===== config.mk =====
export PLATFORM = sky130hd
export DESIGN_NAME = sdh_inhibit_ctl
export DESIGN_NICKNAME = d
export VERILOG_FILES = /design/src/shared/sdh_pkg.sv /design/src/verilog/sdh_inhibit_ctl.sv
export VERILOG_INCLUDE_DIRS = /design/src /design/src/shared
export SDC_FILE = /design/constraint.sdc
export NUM_CORES = 1
export LEC_CHECK = 0
export ABC_CLOCK_PERIOD_IN_PS = 1800
export BUFFER_PORTS_ARGS = -buffer_cell sky130_fd_sc_hd__buf_2
export CORE_MARGIN = 5
export CORE_UTILIZATION = 39
export CTS_BUF_LIST = sky130_fd_sc_hd__clkbuf_8 sky130_fd_sc_hd__clkbuf_16
export DETAILED_ROUTE_END_ITERATION = 8
export GPL_ROUTABILITY_DRIVEN = 0
export PLACE_DENSITY = 0.76
export SYNTH_ARGS = -nofsm -noshare
export SYNTH_HDL_FRONTEND = slang
export SYNTH_SLANG_ARGS = --single-unit

===== constraint.sdc =====
create_clock -name core_clk -period 1.8 [get_ports core_clk]
set_input_delay 0.18 -clock core_clk [delete_from_list [all_inputs] [get_ports core_clk]]
set_output_delay 0.18 -clock core_clk [all_outputs]
set_load 0.02 [all_outputs]

===== src/shared/sdh_inhibit_cfg.svh =====
// constants for the sd host inhibit and voltage control block
// assumes a 32-bit apb slave with 12 address bits and byte strobes
`ifndef SDH_INHIBIT_CFG_SVH
`define SDH_INHIBIT_CFG_SVH

// ----------------------------------------
// register offsets (byte addresses)
// ----------------------------------------
`define SDH_OFS_CMD 12'h20C
`define SDH_OFS_PSTATE 12'h224
`define SDH_OFS_HCTL 12'h228
`define SDH_OFS_IRQ_STAT 12'h230
`define SDH_OFS_IRQ_MASK 12'h234

// ----------------------------------------
// field positions
// ----------------------------------------
`define SDH_PS_COMMAND_LINE_INHIBIT 0
`define SDH_PS_DATI 1
`define SDH_PS_DLA 2
`define SDH_PS_RTA 9
`define SDH_VS_LSB 9
`define SDH_VS_MSB 11
`define SDH_RSP_LSB 16
`define SDH_RSP_MSB 17
`define SDH_IRQ_CC 0
`define SDH_IRQ_TC 1
`define SDH_CMD_MSB_LANE 3

// ----------------------------------------
// codes and reset values
// ----------------------------------------
`define SDH_VS_1V8 3'h5
`define SDH_VS_3V0 3'h6
`define SDH_VS_3V3 3'h7
`define SDH_RSP_NONE 2'h0
`define SDH_RSP_BUSY 2'h3
`define SDH_HCTL_RESET 3'h0
`define SDH_CMD_RESET 2'h0
`define SDH_IRQ_RESET 2'h0

// ----------------------------------------
// timing
// ----------------------------------------
`define SDH_BUSY_IDLE_EDGES 4'h8

`endif


===== src/shared/sdh_pkg.sv =====
// types for the sd host inhibit and voltage control block
// assumes the controller core drives events as one-cycle core_clk pulses
package sdh_pkg;

    // events from the command and data engines, one-cycle pulses
    typedef struct packed {
        logic cmdEndBit;
        logic rspEndBit;
        logic commandCrcError;
        logic commandEndBitError;
        logic autoStopNotExecuted;
        logic commandTimeoutError;
        logic readCmdEnd;
        logic writeCmdEnd;
        logic continueReq;
        logic dataEnd;
        logic readWaitStart;
        logic lastBlockRead;
        logic stopAtGap;
    } sdh_ctrl_ev_t;

    typedef struct packed {
        logic [31:0] prdata;
        logic pready;
        logic pslverr;
    } sdh_apb_rsp_t;

endpackage


===== src/verilog/sdh_inhibit_ctl.sv =====
// command and data inhibit flags, bus voltage select and their apb regs
// assumes events arrive on core_clk; card pins arrive asynchronously
`timescale 1ns/1ps
`include "sdh_inhibit_cfg.svh"

module sdh_inhibit_ctl
    import sdh_pkg::*;
(
    input wire logic core_clk,
    input wire logic reset,
    input wire logic psel,
    input wire logic penable,
    input wire logic pwrite,
    input wire logic [11:0] paddr,
    input wire logic [31:0] pwdata,
    input wire logic [3:0] pstrb,
    output logic [31:0] prdata,
    output logic pready,
    output logic pslverr,
    input wire sdh_ctrl_ev_t ctrlEv,
    input wire logic linkClkPin,
    input wire logic dat0Pin,
    output logic irq,
    output logic [2:0] busVoltageSel,
    output logic commandLineInhibit,
    output logic dataLineInhibit
);

    // ----------------------------------------
    // decode helpers
    // ----------------------------------------
    function automatic logic isMapped(input logic [11:0] a);
        isMapped = (a == `SDH_OFS_CMD) || (a == `SDH_OFS_PSTATE) ||
            (a == `SDH_OFS_HCTL) || (a == `SDH_OFS_IRQ_STAT) ||
            (a == `SDH_OFS_IRQ_MASK);
    endfunction

    function automatic logic isWriteTo(input logic [11:0] a,
        input logic [11:0] ofs, input logic acc, input logic wr);
        isWriteTo = acc && wr && (a == ofs);
    endfunction

    // ----------------------------------------
    // declarations
    // ----------------------------------------
    logic accessDone;
    logic cmdWrite;
    logic hctlWrite;
    logic statWrite;
    logic maskWrite;
    logic cmdIssue;
    logic [1:0] rspKindNew;
    logic [1:0] rspKind_reg;
    logic [2:0] voltSel_reg;
    logic cmdInhibit_reg;
    logic cmdInhibitClear;
    logic dataActive_reg;
    logic readActive_reg;
    logic busyPending_reg;
    logic busyArmed_reg;
    logic [3:0] idleEdges_reg;
    logic dataInhibit_next;
    logic dataInhibit_reg;
    logic [1:0] irqStat_reg;
    logic [1:0] irqMask_reg;
    logic [1:0] irqEvent;
    logic [1:0] pinRaw;
    logic [1:0] pinS1_reg;
    logic [1:0] pinS2_reg;
    logic [1:0] pinS3_reg;
    logic [1:0] pinFilt_reg;
    logic linkClkPrev_reg;
    logic linkRise;
    logic [31:0] readValue;
    sdh_apb_rsp_t rsp_reg;

    // ----------------------------------------
    // apb slave: one wait state, answer from a flop
    // ----------------------------------------
    assign accessDone = psel && penable && rsp_reg.pready;
    assign cmdWrite = isWriteTo(paddr, `SDH_OFS_CMD, accessDone, pwrite);
    assign hctlWrite = isWriteTo(paddr, `SDH_OFS_HCTL, accessDone, pwrite);
    assign statWrite = isWriteTo(paddr, `SDH_OFS_IRQ_STAT, accessDone,
        pwrite);
    assign maskWrite = isWriteTo(paddr, `SDH_OFS_IRQ_MASK, accessDone,
        pwrite);

    always_comb
    begin
        readValue = 32'h0000_0000;
        unique case (paddr)
            `SDH_OFS_CMD:
            begin
                readValue[`SDH_RSP_MSB:`SDH_RSP_LSB] = rspKind_reg;
            end
            `SDH_OFS_PSTATE:
            begin
                readValue[`SDH_PS_COMMAND_LINE_INHIBIT] = cmdInhibit_reg;
                readValue[`SDH_PS_DATI] = dataInhibit_reg;
                readValue[`SDH_PS_DLA] = dataActive_reg;
                readValue[`SDH_PS_RTA] = readActive_reg;
            end
            `SDH_OFS_HCTL:
            begin
                // upper and lower reserved bits stay zero
                readValue[`SDH_VS_MSB:`SDH_VS_LSB] = voltSel_reg;
            end
            `SDH_OFS_IRQ_STAT:
            begin
                readValue[1:0] = irqStat_reg;
            end
            `SDH_OFS_IRQ_MASK:
            begin
                readValue[1:0] = irqMask_reg;
            end
            default:
            begin
                readValue = 32'h0000_0000;
            end
        endcase
    end

    always_ff @(posedge core_clk)
    begin
        if (reset)
        begin
            rsp_reg <= '0;
        end
        else
        begin
            // pready rises in the second access cycle, then drops
            rsp_reg.pready <= psel && penable && !rsp_reg.pready;
            if (psel && penable && !rsp_reg.pready)
            begin
                rsp_reg.pslverr <= !isMapped(paddr);
                rsp_reg.prdata <= pwrite ? 32'h0000_0000 : readValue;
            end
            else
            begin
                rsp_reg.pslverr <= 1'b0;
                rsp_reg.prdata <= 32'h0000_0000;
            end
        end
    end

    assign prdata = rsp_reg.prdata;
    assign pready = rsp_reg.pready;
    assign pslverr = rsp_reg.pslverr;

    // ----------------------------------------
    // host control: bus voltage select
    // ----------------------------------------
    // any code may be written; software must pick a supported level
    always_ff @(posedge core_clk)
    begin
        if (reset)
        begin
            voltSel_reg <= `SDH_HCTL_RESET;
        end
        else if (hctlWrite && pstrb[1])
        begin
            voltSel_reg <= pwdata[`SDH_VS_MSB:`SDH_VS_LSB];
        end
    end

    assign busVoltageSel = voltSel_reg;

    // ----------------------------------------
    // command register: response kind and issue strobe
    // ----------------------------------------
    assign rspKindNew = pstrb[2] ? pwdata[`SDH_RSP_MSB:`SDH_RSP_LSB] :
        rspKind_reg;
    // the top byte write is the issue; lower bytes only stage fields
    assign cmdIssue = cmdWrite && pstrb[`SDH_CMD_MSB_LANE];

    always_ff @(posedge core_clk)
    begin
        if (reset)
        begin
            rspKind_reg <= `SDH_CMD_RESET;
        end
        else if (cmdWrite)
        begin
            rspKind_reg <= rspKindNew;
        end
    end

    // ----------------------------------------
    // command line inhibit
    // ----------------------------------------
    // an automatic stop command has no path here, so it never sets it
    always_comb
    begin
        cmdInhibitClear = 1'b0;
        if (!ctrlEv.commandTimeoutError)
        begin
            if (ctrlEv.rspEndBit && !ctrlEv.commandCrcError &&
                !ctrlEv.commandEndBitError &&
                !ctrlEv.autoStopNotExecuted)
            begin
                cmdInhibitClear = 1'b1;
            end
            if (ctrlEv.cmdEndBit && rspKind_reg == `SDH_RSP_NONE)
            begin
                cmdInhibitClear = 1'b1;
            end
        end
    end

    always_ff @(posedge core_clk)
    begin
        if (reset)
        begin
            cmdInhibit_reg <= 1'b0;
        end
        else if (cmdIssue)
        begin
            // issue wins over a clear in the same cycle
            cmdInhibit_reg <= 1'b1;
        end
        else if (cmdInhibitClear)
        begin
            cmdInhibit_reg <= 1'b0;
        end
    end

    assign commandLineInhibit = cmdInhibit_reg;

    // ----------------------------------------
    // data active and read active
    // ----------------------------------------
    always_ff @(posedge core_clk)
    begin
        if (reset)
        begin
            dataActive_reg <= 1'b0;
        end
        else if (ctrlEv.readCmdEnd || ctrlEv.writeCmdEnd ||
            ctrlEv.continueReq)
        begin
            dataActive_reg <= 1'b1;
        end
        else if (ctrlEv.dataEnd || ctrlEv.readWaitStart)
        begin
            dataActive_reg <= 1'b0;
        end
    end

    always_ff @(posedge core_clk)
    begin
        if (reset)
        begin
            readActive_reg <= 1'b0;
        end
        else if (ctrlEv.readCmdEnd || ctrlEv.continueReq)
        begin
            readActive_reg <= 1'b1;
        end
        else if (ctrlEv.lastBlockRead || ctrlEv.stopAtGap)
        begin
            readActive_reg <= 1'b0;
        end
    end

    // ----------------------------------------
    // card pin synchronisers, three flops and agreement filter
    // ----------------------------------------
    assign pinRaw = {dat0Pin, linkClkPin};

    generate
        for (genvar i = 0; i < 2; i++)
        begin : g_sync
            always_ff @(posedge core_clk)
            begin
                if (reset)
                begin
                    pinS1_reg[i] <= 1'b0;
                    pinS2_reg[i] <= 1'b0;
                    pinS3_reg[i] <= 1'b0;
                    pinFilt_reg[i] <= 1'b1;
                end
                else
                begin
                    pinS1_reg[i] <= pinRaw[i];
                    pinS2_reg[i] <= pinS1_reg[i];
                    pinS3_reg[i] <= pinS2_reg[i];
                    if (pinS2_reg[i] == pinS3_reg[i])
                    begin
                        pinFilt_reg[i] <= pinS3_reg[i];
                    end
                end
            end
        end
    endgenerate

    always_ff @(posedge core_clk)
    begin
        if (reset)
        begin
            linkClkPrev_reg <= 1'b1;
        end
        else
        begin
            linkClkPrev_reg <= pinFilt_reg[0];
        end
    end

    assign linkRise = pinFilt_reg[0] && !linkClkPrev_reg;

    // ----------------------------------------
    // busy after a busy-type command
    // ----------------------------------------
    // busy ends only after dat0 stays high for eight rising link clock edges, or when a command that is not busy-type is issued;
    // a stopped link clock therefore keeps the flag up, which is safe
    always_ff @(posedge core_clk)
    begin
        if (reset)
        begin
            busyPending_reg <= 1'b0;
            busyArmed_reg <= 1'b0;
            idleEdges_reg <= 4'h0;
        end
        else if (cmdIssue)
        begin
            busyPending_reg <= (rspKindNew == `SDH_RSP_BUSY);
            busyArmed_reg <= 1'b0;
            idleEdges_reg <= 4'h0;
        end
        else if (busyPending_reg)
        begin
            if (ctrlEv.rspEndBit)
            begin
                busyArmed_reg <= 1'b1;
            end
            if (busyArmed_reg && linkRise)
            begin
                if (!pinFilt_reg[1])
                begin
                    idleEdges_reg <= 4'h0;
                end
                else if (idleEdges_reg == `SDH_BUSY_IDLE_EDGES - 4'h1)
                begin
                    busyPending_reg <= 1'b0;
                    busyArmed_reg <= 1'b0;
                    idleEdges_reg <= 4'h0;
                end
                else
                begin
                    idleEdges_reg <= idleEdges_reg + 4'h1;
                end
            end
        end
    end

    // ----------------------------------------
    // data line inhibit
    // ----------------------------------------
    assign dataInhibit_next = dataActive_reg || readActive_reg ||
        busyPending_reg;

    always_ff @(posedge core_clk)
    begin
        if (reset)
        begin
            dataInhibit_reg <= 1'b0;
        end
        else
        begin
            dataInhibit_reg <= dataInhibit_next;
        end
    end

    assign dataLineInhibit = dataInhibit_reg;

    // ----------------------------------------
    // interrupt status, mask and output
    // ----------------------------------------
    assign irqEvent[`SDH_IRQ_TC] = dataInhibit_reg &&
        !dataInhibit_next;
    assign irqEvent[`SDH_IRQ_CC] = cmdInhibit_reg && cmdInhibitClear &&
        !cmdIssue;

    always_ff @(posedge core_clk)
    begin
        if (reset)
        begin
            irqStat_reg <= `SDH_IRQ_RESET;
        end
        else
        begin
            // a new event outranks a write-one clear in the same cycle
            irqStat_reg <= (irqStat_reg &
                ~((statWrite && pstrb[0]) ? pwdata[1:0] : 2'h0)) |
                irqEvent;
        end
    end

    always_ff @(posedge core_clk)
    begin
        if (reset)
        begin
            irqMask_reg <= `SDH_IRQ_RESET;
        end
        else if (maskWrite && pstrb[0])
        begin
            irqMask_reg <= pwdata[1:0];
        end
    end

    always_ff @(posedge core_clk)
    begin
        if (reset)
        begin
            irq <= 1'b0;
        end
        else
        begin
            irq <= |(irqStat_reg & irqMask_reg);
        end
    end

endmodule


* Word level (Yosys, flattened, before mapping)
Index checks and enable logic that the tools add are counted.
** Word-level totals
- Bits in registers :: 63
- Latch bits :: 0
- Memory bits (writable) :: 0
- ROM bits :: 0
- Input bits :: 68
- Output and inout port bits :: 40
- Memories kept :: 0
** Cells by class
- $add $sub $neg :: 1
- $mul :: 0
- Divide/modulo/power cells :: 0
- Magnitude comparators :: 0
- Equal/unequal tests :: 9
- Shifts and indexed selects :: 0
- Mux-type cells :: 24
- Bitwise operators :: 8
- Reduce and logical (&&, ||, !) cells :: 52
** Operators with widths (number)
- 12-bit by 10-bit equality test with 1-bit output, second input constant :: 5
- 1-bit logical AND :: 21
- 1-bit 2-to-1 mux :: 18
- 4-bit OR reduction :: 3
- 1-bit logical OR :: 11
- 1-bit zero test :: 8
- 4-bit 2-to-1 mux :: 2
- 2-bit one-hot mux with 3 select lines :: 1
- 2-bit nonzero test :: 3
- 2-bit OR reduction :: 3
- 4-bit by 1-bit adder with 4-bit output, second input constant :: 1
- 2-bit bitwise AND :: 2
- 4-bit by 3-bit equality test with 1-bit output, second input constant :: 1
- 2-bit 2-to-1 mux :: 2
- 1-bit NOT :: 4
- 3-bit OR reduction :: 1
- 1-bit equality test :: 2
- 2-bit equality test, second input constant :: 1
- 2-bit zero test :: 1
- 2-bit NOT :: 1
- 2-bit OR :: 1
- 1-bit one-hot mux with 2 select lines :: 1
- 2-bit AND reduction :: 1

* Depth between registers and ports, before layout
- Word-level depth :: 10
- Mapped depth :: 5
- Mapped depth without buffers :: 5

* Worst setup path before layout
Ideal clock, no wire load.
- Path type :: input to register
- From :: input paddr[8]
- To :: register voltSel_reg[0] (netlist: busVoltageSel[0])
- Arrival time :: 1645 ps
- Required time :: 1728 ps
- Slack :: 83 ps
- Stages on the path :: 5
- Path buffers :: 1
- Cells stage by stage :: or4b_4 > nor4_1 > and3_1 > buf_2 > mux2i_1
** On the way
- Longest elaborated chain between the ends :: 3
** Ends and longest elaborated chain
- start, declared :: line sdh_inhibit_ctl.sv:14 : input wire logic [11:0] paddr,
- 12-bit by 10-bit equality test with 1-bit output :: line sdh_inhibit_ctl.sv:40 : isWriteTo = acc && wr && (a == ofs);
- 1-bit logical AND :: line sdh_inhibit_ctl.sv:40
- 1-bit logical AND :: line sdh_inhibit_ctl.sv:160 : else if (hctlWrite && pstrb[1])
- end signal, assigned :: line sdh_inhibit_ctl.sv:158 : voltSel_reg <= `SDH_HCTL_RESET;
- end signal, assigned :: line sdh_inhibit_ctl.sv:162 : voltSel_reg <= pwdata[`SDH_VS_MSB:`SDH_VS_LSB];
- end, declared :: line sdh_inhibit_ctl.sv:54 : logic [2:0] voltSel_reg;
Every way passes these cells.
A chain may end at the register's enable or synchronous reset.

* Worst setup path after layout
- From :: input paddr[8]
- To :: register prdata[0] (netlist name)
** On the way
- Longest elaborated chain between the ends :: 2
- Elaborated cells between the ends (all ways) :: 4
- Classes of those cells :: eq/ne: 3; mux: 1
** Ends and longest elaborated chain
- 12-bit by 10-bit equality test with 1-bit output :: line sdh_inhibit_ctl.sv:91 : unique case (paddr)
- 2-bit one-hot mux with 3 select lines * :: line sdh_inhibit_ctl.sv:91
Every way passes the cells marked *; elsewhere a longest branch is shown, timed or not.

==> key figures <==
Critical path
  • Critical-path cell list: buf_2 > or4b_4 > or4b_4 > or2_1 > nor2_1
  • Worst EP arrival: 1.82 ns
  • Crit Path Max Fanout: 5
  • Worst setup path class: input port to flip-flop
  • Critical path endpoint: prdata[0]
  • Crit end category: flip-flop
  • RR Startpoint: pinFilt_reg[0]
  • Max incr delay on CP: 0.57 ns
  • Worst R2R Path Depth: 4
  • Slowest CP cell: or4b_4
  • CP most frequent cell: or4b_4
  • Critical Path RT: 2.03 ns
  • Crit Reg-Reg Endpoint: idleEdges_reg[3]
  • Worst Setup SP: paddr[8]
  • R2R Setup Slk: 0.33 ns
  • Startpoint Class: input port

Detailed routing
  • Drt drc: 0
  • Routed WL per cell: 12.9 microns
  • Vias: 1526
  • DRT met1 WL: 1.77 mm
  • Routed vias/inst: 4.86
  • Met2 Wirelength: 1.88 mm
  • Routed wl met3: 388 microns
  • DRT iter0 DRCs: 111
  • Routed Antenna Nets: 0
  • Post-Route WL: 4.06 mm
  • Top Layer Used: met4
  • Drt pass-1 iters: 4

Global routing
  • Gr ovfl total: 0
  • First-pass GRT wire length: 6.58 mm
  • Largest net degree at the start of global routing: 32
  • All-Layer GR Usage: 13.3%
  • Initial antenna violation count: 0
  • Vias in the first global route: 1419

Worst hold path
  • Hold Crit Class: input port to flip-flop

Floorplan
  • Die Y: 78.1 microns
  • # rows: 24
  • DIE WIDTH: 78.1 microns
  • Initial Util: 41.0%
  • Core area: 4410 sq um
  • # IOs: 108
  • Die area: 6110 sq um

Clock tree
  • Clk buf depth: 2
  • Clock Latency Late Sink: 0.29 ns
  • Post CTS Setup Buffer Count: 0
  • # clock sinks: 39
  • CTS resizes: 0
  • CTS H-tree lvls: 2
  • Clock slew at reported path FFs: 0.07 ns
  • Clock root buffer: clkbuf_8
  • TritonCTS Buffers: 5
  • # hold bufs at CTS: 0
  • TritonCTS clock tree: built

Timing
  • Worst Skew: 0.00109 ns
  • Hold violation total from the final report: 0
  • RSZ-0062 raised after global routing: false
  • Maximum clock rate: 626 MHz
  • Setup violation total in the final timing report: 0
  • Period utilization: 88.7%
  • Tmin final: 1.60 ns
  • Fin. max-slew vios: 0

Cells and area
  • Post-layout nets: 330
  • Max FFs per register: 8
  • ANT cells: 0
  • Layout cell share with drive strength beyond 1: 29.8%
  • Fin area: 2170 sq um
  • Finished Layout Cells: 314
  • Area delta synth->final: 19.9%

Synthesis
  • Synth warn: 0
  • Synth Area in Adders: 0.691%
  • Flops & latches, synth: 39
  • Post-synth top area share: 43.1%
  • Largest family of logic cells by synthesized area: simple AND/OR/NAND/NOR gates
  • Most frequent cell after synthesis: dfxtp_1
  • Number of synthesized flops with an enable pin: 0
  • Most common flop cell mapped by yosys: dfxtp_1
  • Distinct cells, synth: 48
  • Mux share of post-synthesis cell area: 4.01%
  • Area leader, netlist: dfxtp_1
  • Part of the Yosys area used for sequential elements: 43.1%
  • Post-synthesis compound-gate area fraction: 11.7%
  • Post-Syn Instances: 197
  • Synth async-reset ratio: 0%
  • Post-Synth Simple-Gate Area: 29.0%
  • Top post-synthesis cells by count: 39 x dfxtp_1, 24 x buf_4, 18 x nor2_1, 16 x nand2b_1, 12 x a21oi_1
  • XOR/XNOR Fraction of Synth Area: 0%
  • Synth Cell Area: 1810 sq um
  • Mean Syn Cell Area: 9.19 sq um
  • Area contributors post-synth: dfxtp_1 43%, buf_4 10%, nand2b_1 5.5%

Place
  • # placed instances: 306
  • Placed inst area: 2090 sq um
  • DP Wirelength: 3.15 mm
  • PortBufs: 58

Power and ir drop
  • Worst vdd ir: 0.000341 V
  • Pleak: 0.945 nW
  • Pwr Density: 744 nW/um^2

Status
  • Outcome: finished clean

Flow run
  • Max-cap violations: 0
cell usage in the layout, fill, tap and decap left out, types with 3 or more instances in the layout:
cell,n
buf_2,58
dfxtp_1,39
conb_1,24
nor2_1,18
nand2b_1,16
a21oi_1,12
nor2b_1,10
nand2_1,6
mux2i_1,5
o21ai_0,5
clkbuf_8,5
buf_4,5
a22oi_1,4
nand4_1,4
and2_1,4
nand3_1,4
and3_1,3
inv_1,3
layer usage:
metal  global-route usage [%]  up-vias
li1                         -      779
met4                     4.05        0
met5                        0        -
met3                     5.95        2
met1                     16.9      691
met2                     20.4       54
kinds of logic after synthesis:
| family | after synthesis |
|---|---|
| mux | 7 |
| buf+inv | 30 |
| fa+ha+maj | 1 |
| compound gates | 33 |
| other cells | 1 |
| simple gates | 86 |
| flops | 39 |
metrics by stage:
step / total power, W / utilization (%) / hold slack [ns] / setup WS, ns / setup TNS, ns
floorplan: 0.00105 / - / 0.283 / 0.0830 / 0
global placement: 0.00108 / 47.3 / 0.394 / -0.0672 / -0.196
detailed placement: 0.00108 / 47.3 / 0.394 / -0.0795 / -0.309
CTS: 0.00163 / 49.2 / 0.0888 / 0.227 / 0
global route: 0.00169 / 49.2 / 0.0964 / 0.0912 / 0
finish: 0.00162 / 49.2 / 0.0984 / 0.203 / 0
critical path: cells and delay by family:
| kind | cells | cell delay (ns) |
|---|---|---|
| buffers and inverters | 1 | 0.10 |
| AND/OR/NAND/NOR | 4 | 1.55 |
cell type report:
cell class              instances  area (sq um)
flip-flops and latches         39           781
multi-input cells             151           912
clock inverters                 3          12.5
well taps                      52          65.1
clock buffers                   5          68.8
fillers                       446          2240
inverters                       1          3.75
repair buffers                 63           328
worst min path at each step:
stage                    to  cells after the start    start
5_1_grt              pready                      2    reset
2_1_floorplan        pready                      1    reset
3_3_place_gp   pinS1_reg[1]                      2  dat0Pin
4_1_cts        pinS1_reg[1]                      2  dat0Pin
3_5_place_dp   pinS1_reg[1]                      2  dat0Pin
6_report       pinS1_reg[1]                      2  dat0Pin
where the power goes:
part	switching, W	internal (W)	total, W
logic	0.000104	0.0000656	0.000169
clock network	0.000293	0.000261	0.000554
registers	0.0000128	0.000880	0.000893
Power figures use the tool's default switching activity.
